==> config.mk <==
export PLATFORM = sky130hd
export DESIGN_NAME = temp_result_status_id_regs
export DESIGN_NICKNAME = d
export VERILOG_FILES = /design/src/design/thermal_readout_pkg.sv /design/src/design/limit_flag_eval.sv /design/src/design/temp_result_status_id_regs.sv
export SDC_FILE = /design/constraint.sdc
export NUM_CORES = 1
export LEC_CHECK = 0
export BUFFER_PORTS_ARGS = -buffer_cell sky130_fd_sc_hd__buf_2
export CORE_ASPECT_RATIO = 0.6
export CORE_MARGIN = 1.5
export CORE_UTILIZATION = 35
export CTS_CLUSTER_SIZE = 28
export DETAILED_ROUTE_END_ITERATION = 10
export GPL_ROUTABILITY_DRIVEN = 0
export PLACE_DENSITY = 0.59
export SLEW_MARGIN = 20
export SYNTH_ARGS = -nofsm -noshare
export SYNTH_HDL_FRONTEND = slang
export SYNTH_SLANG_ARGS = --single-unit
==> constraint.sdc <==
create_clock -name clock -period 4.9 [get_ports clock]
set_input_delay 0.245 -clock clock [delete_from_list [all_inputs] [get_ports clock]]
set_output_delay 0.245 -clock clock [all_outputs]
set_load 0.01 [all_outputs]
==> src/design/thermal_readout_pkg.sv <==
// Shared constants and carrier types for the temperature readout block.
// Assumes one 40 MHz clock; all users reference names as package::name.
package thermal_readout_pkg;

    ////////////////////////////////////////////////////////////////////////////
    // Register pointers
    localparam logic [7:0] PTR_RESULT = 8'h05; // Temperature result, read only
    localparam logic [7:0] PTR_MAKER = 8'h06; // Maker code, read only
    localparam logic [7:0] PTR_PART = 8'h07; // Part and revision code, read only
    localparam logic [7:0] PTR_RES = 8'h08; // Resolution select

    ////////////////////////////////////////////////////////////////////////////
    // Field positions and reset values
    localparam int CRIT_BIT = 15; // Critical flag
    localparam int HIGH_BIT = 14; // Upper-limit flag
    localparam int LOW_BIT = 13; // Lower-limit flag
    localparam int RES_FIELD_LSB = 3; // Resolution field sits in bits 4:3
    localparam logic [1:0] RES_RESET = 2'h1; // 0.25 degree LSB after reset
    localparam logic [2:0] RES_LOW_ONES = 3'h7; // Low bits always read as ones
    localparam logic [15:0] RESULT_RESET = 16'h0000; // Result before first load

    // Masks that clear fraction bits finer than the selected LSB
    localparam logic [15:0] MASK_HALF = 16'hfff8;
    localparam logic [15:0] MASK_QUARTER = 16'hfffc;
    localparam logic [15:0] MASK_EIGHTH = 16'hfffe;
    localparam logic [15:0] MASK_SIXTEENTH = 16'hffff;

    // Hysteresis in 0.25 degree steps: 0, 1.5, 3 and 6 degrees
    localparam logic [12:0] HYST_0 = 13'h0000;
    localparam logic [12:0] HYST_1 = 13'h0006;
    localparam logic [12:0] HYST_2 = 13'h000c;
    localparam logic [12:0] HYST_3 = 13'h0018;

    ////////////////////////////////////////////////////////////////////////////
    // Timing
    localparam longint CONV_TIME_NS = 100_000_000; // Longest conversion, 100 ms
    localparam longint CLK_PERIOD_NS = 25; // 40 MHz clock
    // Longest time rounds down to whole cycles
    localparam int CONV_CYCLES = int'(CONV_TIME_NS / CLK_PERIOD_NS);

    ////////////////////////////////////////////////////////////////////////////
    // Carrier types
    typedef struct packed {
        logic ptr_load; // Pulse: new pointer byte arrived
        logic [7:0] ptr; // Pointer byte
        logic byte_rd; // Pulse: host clocks out one data byte
        logic wr_en; // Pulse: host wrote a full word to ptr
        logic [15:0] wr_data; // Written word
    } reg_req_t;

    typedef struct packed {
        logic valid; // Pulse: conversion finished
        logic [12:0] code; // Sign plus 12 bits, 0.0625 degree LSB
    } sample_t;

    typedef struct packed {
        logic [12:0] high; // Upper limit, result bit layout
        logic [12:0] low; // Lower limit
        logic [12:0] crit; // Critical limit
        logic [1:0] hyst_sel; // Hysteresis code
    } limits_t;

    typedef struct packed {
        logic crit; // Above critical limit
        logic high; // Above upper limit
        logic low; // Below lower limit
    } flags_t;

endpackage

==> src/design/limit_flag_eval.sv <==
// Combinational limit comparators with hysteresis for the three status flags.
// Assumes limits and temperature share the result bit layout (two's complement).
`timescale 1ns/10ps
module limit_flag_eval (
    input wire logic [12:0] temp,
    input wire thermal_readout_pkg::limits_t limits,
    input wire thermal_readout_pkg::flags_t flags_prev,
    output thermal_readout_pkg::flags_t flags_next
);

    ////////////////////////////////////////////////////////////////////////////
    // Comparison values in 0.25 degree steps, two sign bits of headroom
    logic signed [12:0] t_s; // Temperature, bits 12:2 extended
    logic signed [12:0] high_s; // Upper limit
    logic signed [12:0] low_s; // Lower limit
    logic signed [12:0] crit_s; // Critical limit
    logic signed [12:0] hyst_s; // Hysteresis

    // Finer bits are dropped so a fine resolution cannot move the flags
    always_comb begin
        t_s = signed'({{2{temp[12]}}, temp[12:2]});
        high_s = signed'({{2{limits.high[12]}}, limits.high[12:2]});
        low_s = signed'({{2{limits.low[12]}}, limits.low[12:2]});
        crit_s = signed'({{2{limits.crit[12]}}, limits.crit[12:2]});
        case (limits.hyst_sel)
            2'h0: hyst_s = signed'(thermal_readout_pkg::HYST_0);
            2'h1: hyst_s = signed'(thermal_readout_pkg::HYST_1);
            2'h2: hyst_s = signed'(thermal_readout_pkg::HYST_2);
            default: hyst_s = signed'(thermal_readout_pkg::HYST_3);
        endcase
    end

    ////////////////////////////////////////////////////////////////////////////
    // Flag update: set condition, clear condition, otherwise hold
    always_comb begin
        flags_next = flags_prev;
        // Critical: set above limit, clear below limit minus hysteresis
        if (t_s > crit_s) begin
            flags_next.crit = 1'b1;
        end else if (t_s < crit_s - hyst_s) begin
            flags_next.crit = 1'b0;
        end
        // Upper: set above limit, clear at or below limit minus hysteresis
        if (t_s > high_s) begin
            flags_next.high = 1'b1;
        end else if (t_s <= high_s - hyst_s) begin
            flags_next.high = 1'b0;
        end
        // Lower: set below limit minus hysteresis, clear at or above limit
        if (t_s < low_s - hyst_s) begin
            flags_next.low = 1'b1;
        end else if (t_s >= low_s) begin
            flags_next.low = 1'b0;
        end
    end

endmodule

==> src/design/temp_result_status_id_regs.sv <==
// Temperature result, status flags, identity codes and resolution select.
// Assumes a serial engine on the same clock hands over pointer and byte pulses,
// and the converter and limit logic sit on the same clock too.
`timescale 1ns/10ps

// How it works
// - Read-only result word at pointer 05
// - Fraction bits finer than resolution read zero
// - Critical flag sets above, clears below hysteresis
// - Upper flag clears at limit minus hysteresis
// - Lower flag sets below limit minus hysteresis
// - Result bits share the limit bit layout
// - Fixed maker code at pointer 06
// - Part byte and revision at pointer 07
// - Resolution select bits 4:3, ones below
// - Reset resolution is 0.25 degree, reads 000f
// - Resolution mirrored out to capability field
// - Conversion started within every 100 ms
// - Temperatures are two's complement
// - Flags compare only bits 12 to 2
// - Power-down stops conversions and result updates
module temp_result_status_id_regs #(
    parameter logic [15:0] MAKER_CODE = 16'h1234, // Arbitrary value
    parameter logic [7:0] PART_CODE = 8'h5a, // Arbitrary value
    parameter logic [7:0] REVISION = 8'h01, // Arbitrary value
    parameter int CONV_CYCLES = thermal_readout_pkg::CONV_CYCLES
) (
    input wire logic clock,
    input wire logic reset,
    input wire logic clock_en,
    input wire thermal_readout_pkg::reg_req_t req,
    input wire thermal_readout_pkg::sample_t sample,
    input wire thermal_readout_pkg::limits_t limits,
    input wire logic power_down_bit,
    output logic [7:0] rd_byte_q,
    output logic rd_valid_q,
    output logic [1:0] lsb_size_field_q,
    output thermal_readout_pkg::flags_t flags_q,
    output logic conv_start_q
);

    localparam int TW = $clog2(CONV_CYCLES + 1);

    ////////////////////////////////////////////////////////////////////////////
    // Result register and status flags
    logic [15:0] result_q; // Flags plus temperature
    logic [15:0] result_d;
    thermal_readout_pkg::flags_t flags_d;
    thermal_readout_pkg::flags_t flags_eval; // Comparator outcome for new sample
    logic load; // Conversion result accepted

    limit_flag_eval limit_flag_eval_i (
        .temp(sample.code),
        .limits(limits),
        .flags_prev(flags_q),
        .flags_next(flags_eval)
    );

    // A powered-down sensor keeps its last word and raises no new events
    assign load = sample.valid && !power_down_bit;

    // Flags and temperature go in on the same edge, so no read sees a mix
    always_comb begin
        result_d = result_q;
        flags_d = flags_q;
        if (load) begin
            flags_d = flags_eval;
            result_d = {flags_eval.crit, flags_eval.high, flags_eval.low,
                        sample.code};
        end
    end

    // Register the result group
    always_ff @(posedge clock) begin
        if (reset) begin
            result_q <= thermal_readout_pkg::RESULT_RESET;
            flags_q <= '0;
        end else if (clock_en) begin
            result_q <= result_d;
            flags_q <= flags_d;
        end
    end

    ////////////////////////////////////////////////////////////////////////////
    // Conversion timer
    logic [TW-1:0] timer_q; // Cycles since last start
    logic [TW-1:0] timer_d;
    logic conv_start_d;

    // Start a conversion once per period; power-down parks the timer
    always_comb begin
        timer_d = timer_q;
        conv_start_d = 1'b0;
        if (power_down_bit) begin
            timer_d = '0;
        end else if (timer_q >= TW'(CONV_CYCLES - 1)) begin
            timer_d = '0;
            conv_start_d = 1'b1;
        end else begin
            timer_d = timer_q + TW'(1);
        end
    end

    // Register the timer group
    always_ff @(posedge clock) begin
        if (reset) begin
            timer_q <= '0;
            conv_start_q <= 1'b0;
        end else if (clock_en) begin
            timer_q <= timer_d;
            conv_start_q <= conv_start_d;
        end
    end

    ////////////////////////////////////////////////////////////////////////////
    // Register access: pointer, resolution, two-byte reads
    typedef enum logic {PH_MSB, PH_LSB} byte_phase_t;
    byte_phase_t phase_q; // Which byte comes next
    byte_phase_t phase_d;
    logic [7:0] ptr_q; // Current pointer
    logic [7:0] ptr_d;
    logic [7:0] snap_low_q; // Low byte held from the high-byte read
    logic [7:0] snap_low_d;
    logic [7:0] rd_byte_d;
    logic rd_valid_d;
    logic [1:0] res_d;
    logic [15:0] frac_mask; // Clears bits below selected LSB
    logic [15:0] read_word; // Word addressed by the pointer

    // Read multiplexer; unmapped pointers read as zero
    always_comb begin
        case (lsb_size_field_q)
            2'h0: frac_mask = thermal_readout_pkg::MASK_HALF;
            2'h1: frac_mask = thermal_readout_pkg::MASK_QUARTER;
            2'h2: frac_mask = thermal_readout_pkg::MASK_EIGHTH;
            default: frac_mask = thermal_readout_pkg::MASK_SIXTEENTH;
        endcase
        case (ptr_q)
            thermal_readout_pkg::PTR_RESULT: read_word = result_q & frac_mask;
            thermal_readout_pkg::PTR_MAKER: read_word = MAKER_CODE;
            thermal_readout_pkg::PTR_PART: read_word = {PART_CODE, REVISION};
            thermal_readout_pkg::PTR_RES: read_word = {11'h000, lsb_size_field_q,
                thermal_readout_pkg::RES_LOW_ONES};
            default: read_word = 16'h0000;
        endcase
    end

    // The whole word is captured at the high byte so both bytes match
    always_comb begin
        ptr_d = ptr_q;
        phase_d = phase_q;
        snap_low_d = snap_low_q;
        rd_byte_d = rd_byte_q;
        rd_valid_d = 1'b0;
        res_d = lsb_size_field_q;
        if (req.ptr_load) begin
            ptr_d = req.ptr;
            phase_d = PH_MSB;
        end else if (req.byte_rd) begin
            rd_valid_d = 1'b1;
            if (phase_q == PH_MSB) begin
                rd_byte_d = read_word[15:8];
                snap_low_d = read_word[7:0];
                phase_d = PH_LSB;
            end else begin
                rd_byte_d = snap_low_q;
                phase_d = PH_MSB;
            end
        end
        // Only the resolution word is writable; other words ignore writes
        if (req.wr_en && req.ptr == thermal_readout_pkg::PTR_RES) begin
            res_d = req.wr_data[thermal_readout_pkg::RES_FIELD_LSB +: 2];
        end
    end

    // Register the access group
    always_ff @(posedge clock) begin
        if (reset) begin
            ptr_q <= 8'h00;
            phase_q <= PH_MSB;
            snap_low_q <= 8'h00;
            rd_byte_q <= 8'h00;
            rd_valid_q <= 1'b0;
            lsb_size_field_q <= thermal_readout_pkg::RES_RESET;
        end else if (clock_en) begin
            ptr_q <= ptr_d;
            phase_q <= phase_d;
            snap_low_q <= snap_low_d;
            rd_byte_q <= rd_byte_d;
            rd_valid_q <= rd_valid_d;
            lsb_size_field_q <= res_d;
        end
    end
endmodule

# Word level (Yosys, flattened, before mapping)
# Index checks and enable logic that the tools add are counted.
# totals
ff_bits	70
word_cells	66
out_inout_bits	15
# classes
order_cmp	7
n_reduce_logical	12
addsub	4
n_eq_ne	9
muxes	19
bitwise_logic	3
# ops
operator	n
one-hot mux 16 bit (4 select lines)	1
two-way mux 22 bit	2
subtractor 11 x 6 -> 12 bit	3
equality test 8 x 3 -> 1 bit (second input constant)	3
less-than comparator 11 x 12 -> 1 bit	2
adder 22 x 1 -> 22 bit (second input constant)	1
>= comparator 22 bit (second input constant)	1
> comparator 11 bit	2
bitwise AND 16 bit	1
equality test 8 x 4 -> 1 bit (second input constant)	2
one-hot mux 5 bit (3 select lines)	1
two-way mux 1 bit	13
less-or-equal comparator 11 x 12 -> 1 bit	1
>= comparator 11 bit	1
one-hot mux 3 bit (3 select lines)	1
two-way mux 8 bit	1
AND reduction 2 bit	4
equality test 2 x 1 -> 1 bit (second input constant)	2
equality test 2 bit (second input constant)	2
zero test 2 bit	2
AND reduction 4 bit	1
AND reduction 3 bit	1
logical AND 1 bit	2
NOT 1 bit	2
2 further kinds	2

# Longest topological paths before layout
# Gate-level depths: netlist (run 1).
# depth
ltp_word	6
mapped_depth	17

# By module
# Synthesis (run 1) repeated with hierarchy kept, for this count alone.
# hier_totals
cells_unflattened	698
hier_area_um2	5511.5
# modules_own_cells
mod	instances	area_per_inst_um2	cells_per_inst
temp_result_status_id_regs	1	3169.3	397
limit_flag_eval	1	2342.2	301

# Worst setup path before layout (run 1)
# OpenSTA, ideal clock, no wires.
# synth_path
path_kind	input-to-reg
startpoint	input port limits[0] in the netlist's numbering
endpoint	register result_q[13]
t_arrival_ns	3.124
setup_slack_ns	1.655
path_buffers	0
cell_stages	13
cell_sequence	inv_1 > ha_1 > fa_1 > maj3_1 > a2111oi_2 > nand2_1 > xnor2_1 > ha_1 > a21o_1 > a31oi_1 > nand3_1 > mux2i_1 > o22ai_1
# synth_via
elab_chain_len	5
elab_cells_between_ends	7
cone_classes	1 x add/sub; 1 x order compare; 2 x eq/ne; 2 x mux; 1 x reduce/logical
# synth_rtl
element	line_no	source
start, declared	temp_result_status_id_regs.sv:33	input wire thermal_readout_pkg::limits_t limits,
equality test 2 bit, or another cell as far along	limit_flag_eval.sv:25	case (limits.hyst_sel)
one-hot mux 5 bit (3 select lines) (*)	limit_flag_eval.sv:25	
subtractor 11 x 6 -> 12 bit (*)	limit_flag_eval.sv:50	if (t_s < low_s - hyst_s) begin
less-than comparator 11 x 12 -> 1 bit (*)	limit_flag_eval.sv:50	
two-way mux 1 bit (*)	limit_flag_eval.sv:50	
end signal, assigned	temp_result_status_id_regs.sv:76	result_q <= thermal_readout_pkg::RESULT_RESET;
end signal, assigned	temp_result_status_id_regs.sv:79	result_q <= result_d;
end, declared	temp_result_status_id_regs.sv:46	logic [15:0] result_q;
# Every way passes the cells marked *; elsewhere a longest branch is shown, timed or not.
# A chain may end at the register's enable or synchronous reset.

# Worst setup path in the final report (run 1)
# layout_path
startpoint	input port limits[1] in the netlist's numbering
endpoint	register flags_q[2] in the netlist's numbering
# layout_via
elab_chain_len	6
elab_cells_between_ends	8
cone_classes	1 x add/sub; 1 x order compare; 2 x eq/ne; 3 x mux; 1 x reduce/logical
# layout_rtl
element	line_no	source
equality test 2 bit, or another cell as far along	limit_flag_eval.sv:25	
one-hot mux 5 bit (3 select lines) (*)	limit_flag_eval.sv:25	
subtractor 11 x 6 -> 12 bit (*)	limit_flag_eval.sv:40	end else if (t_s < crit_s - hyst_s) begin
less-than comparator 11 x 12 -> 1 bit (*)	limit_flag_eval.sv:40	
two-way mux 1 bit (*)	limit_flag_eval.sv:40	
two-way mux 1 bit (*)	limit_flag_eval.sv:38	if (t_s > crit_s) begin
end signal, assigned	temp_result_status_id_regs.sv:80	flags_q <= flags_d;
end, declared	temp_result_status_id_regs.sv:38	output thermal_readout_pkg::flags_t flags_q,
# Marks and branches as above.

==> results of run 1 <==
==> sequential cells by signal, summed over array words and instances, names as in the netlist <==
signal and count:
conv_start_q 1, flags_q 1, lsb_size_field_q 2, phase_q 1, ptr_q 8, rd_byte_q 8, rd_valid_q 1, result_q 15
snap_low_q 8, timer_q 22
==> metrics by stage <==
step	setup slack [ps]	power (W)	hold slack [ps]	cells
final	1420	0.00152	145	951
after global routing	1170	0.00162	160	951
after CTS	1510	0.00153	137	951
after detailed placement	1170	0.000942	448	936
after global placement	1210	0.000940	443	936
after floorplan	1650	0.000827	381	679
==> cell type report <==
| type | count | share of cell area [%] |
|---|---|---|
| Inverter | 47 | 2.88 |
| Sequential cell | 67 | 21.9 |
| Clock inverter | 6 | 0.693 |
| Multi-Input combinational cell | 540 | 59.8 |
| Clock buffer | 9 | 3.67 |
| Timing Repair Buffer | 84 | 7.02 |
| Tap cell | 198 | 4.04 |
==> metal layers <==
metal | vias to the layer above | global-route usage (%) | share of wire, % | wire length [um]
met5 | - | 0 | 0 | 0
met4 | 0 | 3.60 | 0.78 | 107
met3 | 13 | 3.96 | 3.7 | 514
met2 | 78 | 24.3 | 36 | 5000
met1 | 2251 | 29.5 | 59 | 8170
li1 | 2579 | - | - | -
==> worst reg2reg max path, delay by kind of cell (launching register included) <==
family | cells | cell delay [ps]
and+or+nand+nor | 3 | 1080
AOI/OAI and AO/OA | 2 | 470
DFF | 1 | 350
adders and majority gates | 1 | 240
muxes | 1 | 160
==> cells by family after synthesis <==
logic type      share of synthesized area, %
mux                                    0.754
compound gates                          18.6
simple gates                            24.2
buf+inv                                 5.65
fa+ha+maj                               20.1
xor+xnor                                5.44
flops                                   25.2
==> layout by cell type, fill, tap and decap left out, drive strengths merged, types with 6 or more instances in the layout <==
cell type,n
and3,10
dfxtp,67
xnor2,28
inv,48
a21oi,60
nor2b,7
nor3,16
nand3,33
buf,84
o21ai,33
o311ai,8
ha,79
nand2,91
a21o,9
nand4,9
o211ai,6
nand2b,7
nand3b,8
clkbuf,9
nor2,52
nor4,7
==> power by group <==
part           total (W)  internal (W)  switching, W
Sequential      0.000574      0.000560     0.0000133
Combinational   0.000357      0.000155      0.000203
Clock           0.000587      0.000340      0.000248
==> final timing paths <==
check | depth (start not counted) | to | slack [ps]
worst max-delay path | 17 | flags_q[2] | 1420
worst min register to register | 2 | snap_low_q[6] | 460
worst min-delay path | 3 | lsb_size_field_q[1] | 140
worst max register to register | 7 | timer_q[8] | 2530
==> summary.md, run 1 <==
| Metric | Value |
|---|---|
| Avg Cell Area, Syn | `7.82 um2` |
| Worst-Margin Slew | `919 ps` |
| Port bufs | `80` |
| Nets in the synthesized netlist | `847` |
| Total number of placement rows | `34` |
| Area Overhead vs Synth | `15.5%` |
| Clock sink total | `67` |
| Setup repair after global routing missed its margin | `false` |
| Hpwl dp | `11,000 um` |
| Origin of the worst min-delay path | `req[4]` |
| Worst path max stage delay | `400 ps` |
| Initial core utilization | `36.2%` |
| Maximum buffer depth of the clock tree | `2` |
| Placeable core region | `0.0147 mm2` |
| Overall via count from detail_route | `4,921` |
| Clock tree from TritonCTS | `built` |
| Normalized max-slew margin | `38.5%` |
| Cell at the root of the clock tree | `clkbuf_16` |
| Final WL | `13,800 um` |
| Die span in x | `162 um` |
| Average via count per standard cell | `5.17` |
| Clock latency reported for the late side of the worst-skew pair | `340 ps` |
| Max Clock Freq | `287 MHz` |
| Number of detailed-route iterations in the first pass | `5` |
| Worst EP required | `5100 ps` |
| Max-capacitance violation count | `0` |
| DRC violations left | `0` |
| Number of clock buffers inserted by TritonCTS | `9` |
| Antenna diode count | `0` |
| Pwr per Cell Area | `248 mW/mm2` |
| Area of the multi-input gates | `0.00367 mm2` |
| Proportion of layout cells with a drive suffix above 1 | `14.3%` |
| Count of final max-slew check failures | `0` |
| Final Net Count | `917` |
| Critical-path cell with the highest stage delay | `fa_1` |
| Cell taking the most area after synthesis | `dfxtp_1` |
| Most common cell in the synthesized netlist | `nand2_1` |
| Flops & latches, synth | `67` |
| DRC marker count from the first detailed-route iteration | `398` |
| Gr usage total | `18.3%` |
| Number of antenna violations at the first check in global routing | `0` |
| Routed wirelength normalized by instance count | `14.5 um` |
| I/O pin count | `101` |
| Post-synthesis cell count | `679` |
| Setup violations, final | `0` |
| Post-synth EDFFs | `0` |
| Number of global-route vias before repair | `4,544` |
| Kind of cell with the highest combined delay on the critical path | `adder cells` |
| Count of hold buffers inserted by post-cts repair | `0` |
| Peak supply drop | `124 uV` |
| Post-Layout Inst Area | `0.00613 mm2` |
| Min-Delay Path Class | `primary input to flip-flop` |
| Final-layout setup total negative slack | `0 ps` |
| H-tree depth reported by CTS | `3` |
| Synth Warn # | `0` |
| Post-synth top flop | `dfxtp_1` |
| Count of buffers added by post-CTS timing repair for setup | `0` |
| Clock-pin slew reported for the worst setup and hold paths after clock tree synthesis | `50 ps` |
| Worst setup path class | `primary input to flip-flop` |
| Top post-synthesis cells by area | `dfxtp_1 25%, ha_1 19%, nand2_1 6.4%` |
| Layout Skew | `4.85 ps` |
| Async S/R FF share, synth | `0%` |
| Area occupied by registers | `0.00134 mm2` |
| Top cell type's share of synthesized area | `25.2%` |
| Kind of end point of the critical path | `flip-flop` |
| Reg2Reg Launch Point | `timer_q[0]` |
| Outcome | `complete, no violations` |
| Worst Setup SP | `limits[1]` |
| Filler cells | `1,518` |
| Post-route core utilization | `41.8%` |
| Worst-path maximum fanout | `4` |
| Most common library cells after synthesis | `91 x nand2_1, 79 x ha_1, 67 x dfxtp_1, 60 x a21oi_1, 51 x nor2_1` |
| Resized Gates After CTS | `0` |
| Area of the mapped netlist | `0.00531 mm2` |
| DIE AREA | `0.0160 mm2` |
| Antenna Violating Nets Remaining | `0` |
| CP Cell Sequence | `buf_2 -> inv_1 -> ha_1 -> ha_1 -> inv_1 -> fa_1 -> maj3_1 -> a21oi_1 -> and2_1 -> a41oi_1 -> a21oi_1 -> ha_1 -> and4_1 -> a21oi_1 -> o21ai_0 -> o31ai_1 -> o32ai_1` |
| First-pass GRT wire length | `23,200 um` |
| Final hold vios | `0` |
| Number of different library cells in the post-synthesis netlist | `62` |
| Maximum number of pins on one net before global-route repair | `53` |
| Element type at the critical path start | `primary input` |
| Fraction of the cycle the final worst path needs | `71.0%` |
| Endpoint arrival time on the critical path | `3680 ps` |
| Min cycle time layout | `3480 ps` |
| Area after detailed placement | `0.00587 mm2` |
| Fraction of the yosys area taken by sequential cells | `25.2%` |
| Height of the die | `98.4 um` |
| Overflow after GRT | `0` |
| Critical path buffer and inverter count | `3` |
| P_leak | `2.63 nW` |
Power figures use the tool's default switching activity.
==> run 2: changes to the inputs <==
PLACE_DENSITY = 0.61   (was 0.59)
clock period = 3.15 ns   (was 4.9 ns; I/O delays follow)
==> run 2 against run 1 <==
Net effect: clock power is 63% higher; routed wire length is 3.7% higher; global-route usage is 0.064 points higher; final cell count is 2.2% higher; sequential share of layout area is 0.67 points lower; highest routed layer unchanged.
==> summary.md, run 2 (synthesis gave the netlist of run 1 again) <==
| Metric | Value |
|---|---|
| Outcome | `complete, no violations (unchanged)` |
| Resized Gates After CTS | `0 (unchanged)` |
| Number of detailed-route iterations in the first pass | `5 (unchanged)` |
| Worst path max stage delay | `410 ps (was 400 ps)` |
| Height of the die | `98.4 um (unchanged)` |
| Number of global-route vias before repair | `4,486 (was 4,544)` |
| Setup violations, final | `0 (unchanged)` |
| Antenna Violating Nets Remaining | `0 (unchanged)` |
| Final Net Count | `938 (was 917)` |
| Endpoint arrival time on the critical path | `3170 ps (was 3680 ps)` |
| Maximum buffer depth of the clock tree | `2 (unchanged)` |
| Element type at the critical path start | `primary input (unchanged)` |
| Commonest cells after routing, fill and taps aside | `91 x nand2_1, 80 x buf_2, 78 x ha_1, 67 x dfxtp_1, 59 x a21oi_1 (was 91 x nand2_1, 80 x buf_2, 79 x ha_1, 67 x dfxtp_1, 60 x a21oi_1)` |
| Kind of cell with the highest combined delay on the critical path | `adder cells (unchanged)` |
| Final WL | `14,300 um (was 13,800 um)` |
| Antenna diode count | `0 (unchanged)` |
| Number of non-filler instances in the completed layout | `972 (was 951)` |
| Die span in x | `162 um (unchanged)` |
| Number of flip-flops under the largest register name | `22 (unchanged)` |
| Worst setup path class | `primary input to flip-flop (unchanged)` |
| Worst-path maximum fanout | `3 (was 4)` |
| Number of antenna violations at the first check in global routing | `0 (unchanged)` |
| Proportion of layout cells with a drive suffix above 1 | `16.9% (was 14.3%)` |
| DRC marker count from the first detailed-route iteration | `330 (was 398)` |
| Peak supply drop | `292 uV (was 124 uV)` |
| Count of final max-slew check failures | `0 (unchanged)` |
| Overflow after GRT | `0 (unchanged)` |
| Hpwl dp | `11,400 um (was 11,000 um)` |
| Max Clock Freq | `339 MHz` |
| Setup repair after global routing missed its margin | `true (was false)` |
| DRC violations left | `0 (unchanged)` |
| Worst EP required | `3360 ps (was 5100 ps)` |
| Pwr per Cell Area | `387 mW/mm2 (was 248 mW/mm2)` |
| Clock latency reported for the late side of the worst-skew pair | `330 ps (was 340 ps)` |
| CP Cell Sequence | `buf_2 -> inv_1 -> ha_1 -> ha_1 -> inv_1 -> fa_1 -> maj3_2 -> a2111oi_4 -> nand2_1 -> xnor2_1 -> ha_1 -> a21o_1 -> a31oi_2 -> nand3_1 -> mux2i_1 -> o22ai_1 (was buf_2 -> inv_1 -> ha_1 -> ha_1 -> inv_1 -> fa_1 -> maj3_1 -> a21oi_1 -> and2_1 -> a41oi_1 -> a21oi_1 -> ha_1 -> and4_1 -> a21oi_1 -> o21ai_0 -> o31ai_1 -> o32ai_1)` |
| Total number of placement rows | `34 (unchanged)` |
| Min-Delay Path Class | `primary input to flip-flop (unchanged)` |
| Clock-pin slew reported for the worst setup and hold paths after clock tree synthesis | `50 ps (about the same)` |
| Normalized max-slew margin | `37.2% (was 38.5%)` |
| Clock sink total | `67 (unchanged)` |
| Cell at the root of the clock tree | `clkbuf_16 (unchanged)` |
| Fraction of the cycle the final worst path needs | `93.8%` |
| Final hold vios | `0 (unchanged)` |
| Area Overhead vs Synth | `19.1% (was 15.5%)` |
| Placeable core region | `0.0147 mm2 (unchanged)` |
| Number of clock buffers inserted by TritonCTS | `9 (unchanged)` |
| Kind of end point of the critical path | `flip-flop (unchanged)` |
| DIE AREA | `0.0160 mm2 (unchanged)` |
| Critical path's most frequent cell | `ha_1` |
| Count of hold buffers inserted by post-cts repair | `0 (unchanged)` |
| Average via count per standard cell | `5.13 (was 5.17)` |
| Maximum number of pins on one net before global-route repair | `52 (was 53)` |
| Worst-Margin Slew | `938 ps (was 919 ps)` |
| Gr usage total | `18.4% (was 18.3%)` |
| Critical-path cell with the highest stage delay | `fa_1 (unchanged)` |
| Clock tree from TritonCTS | `built (unchanged)` |
| Count of buffers added by post-CTS timing repair for setup | `0 (unchanged)` |
| First-pass GRT wire length | `23,300 um (was 23,200 um)` |
| Port bufs | `80 (unchanged)` |
| Final-layout setup total negative slack | `0 ps (unchanged)` |
| Leading registers by flop count | `timer_q x22, result_q x15 (unchanged)` |
| Most common cell after layout, fill and taps aside | `nand2_1 (unchanged)` |
| Number of placed instances with taps included | `957 (was 936)` |
| P_leak | `2.74 nW (was 2.63 nW)` |
| Initial core utilization | `36.2% (unchanged)` |
| Min cycle time layout | `2950 ps` |
| Layout Skew | `4.11 ps (was 4.85 ps)` |
| H-tree depth reported by CTS | `3 (unchanged)` |
| Max-capacitance violation count | `0 (unchanged)` |
| Power Total | `0.00245 W (was 0.00152 W)` |
| Critical path buffer and inverter count | `3 (unchanged)` |
| Register with the highest flop count | `timer_q (unchanged)` |
| Routed wirelength normalized by instance count | `14.7 um (was 14.5 um)` |
| Overall via count from detail_route | `4,986 (was 4,921)` |
| I/O pin count | `101 (unchanged)` |
## run 2: changes by cell type in the layout (fill, tap and decap cells not counted), sizes merged
cell,delta
inv,-1
buf,+21
clkinv,-1
bufinv,+1
clkbuf,+3
clkinvlp,-2
## run 2: layout make-up
class                           instances  area [um2]
Fill cell                            1510        8350
Multi-Input combinational cell        540        3700
Sequential cell                        67        1340
Timing Repair Buffer                  105         588
Tap cell                              198         248
Clock buffer                           12         236
Inverter                               47         176
Clock inverter                          3        40.0
## run 2: per-layer routing
metal  share of wire (%)  global-route usage [%]  vias to the layer above
li1                    -                       -                     2626
met5                   0                       0                        -
met2                  36                    23.6                      109
met4                0.25                    2.33                        0
met1                  58                    30.9                     2244
met3                 5.1                    3.66                        7
## run 2: worst paths after layout
kind                    start                   to  slack, ps  cells after the start
hold reg to reg   result_q[7]          result_q[7]        450                      2
setup reg to reg   timer_q[0]           timer_q[8]        740                      7
hold / removal         req[4]  lsb_size_field_q[1]         60                      3
setup / recovery    limits[1]         result_q[13]        200                     16
## run 2: through the flow
stage               setup WS, ps  utilization [%]  cell area, um2  hold WS, ps
floorplan                   44.8                -            5330          293
global placement            -217             41.1            6040          394
detailed placement          -271             41.1            6040          404
CTS                         71.5             43.0            6310         54.9
global route               -32.6             43.1            6330         71.6
finish                       196             43.1            6330         61.4
## run 2: worst reg2reg max path, stage by stage (launching register included)
cell and delay, ps:
dfxtp_1 360, ha_1 250, nand3_1 210, nor4_1 110, o21ba_1 310, nor2_1 770, a21oi_1 160, mux2i_1 160
## run 2: power breakdown
group          switching, W  leakage (nW)  internal, W  total [W]
logic              0.000331          2.06     0.000268   0.000600
clock network      0.000352         0.136     0.000606   0.000957
registers         0.0000201         0.544     0.000872   0.000893
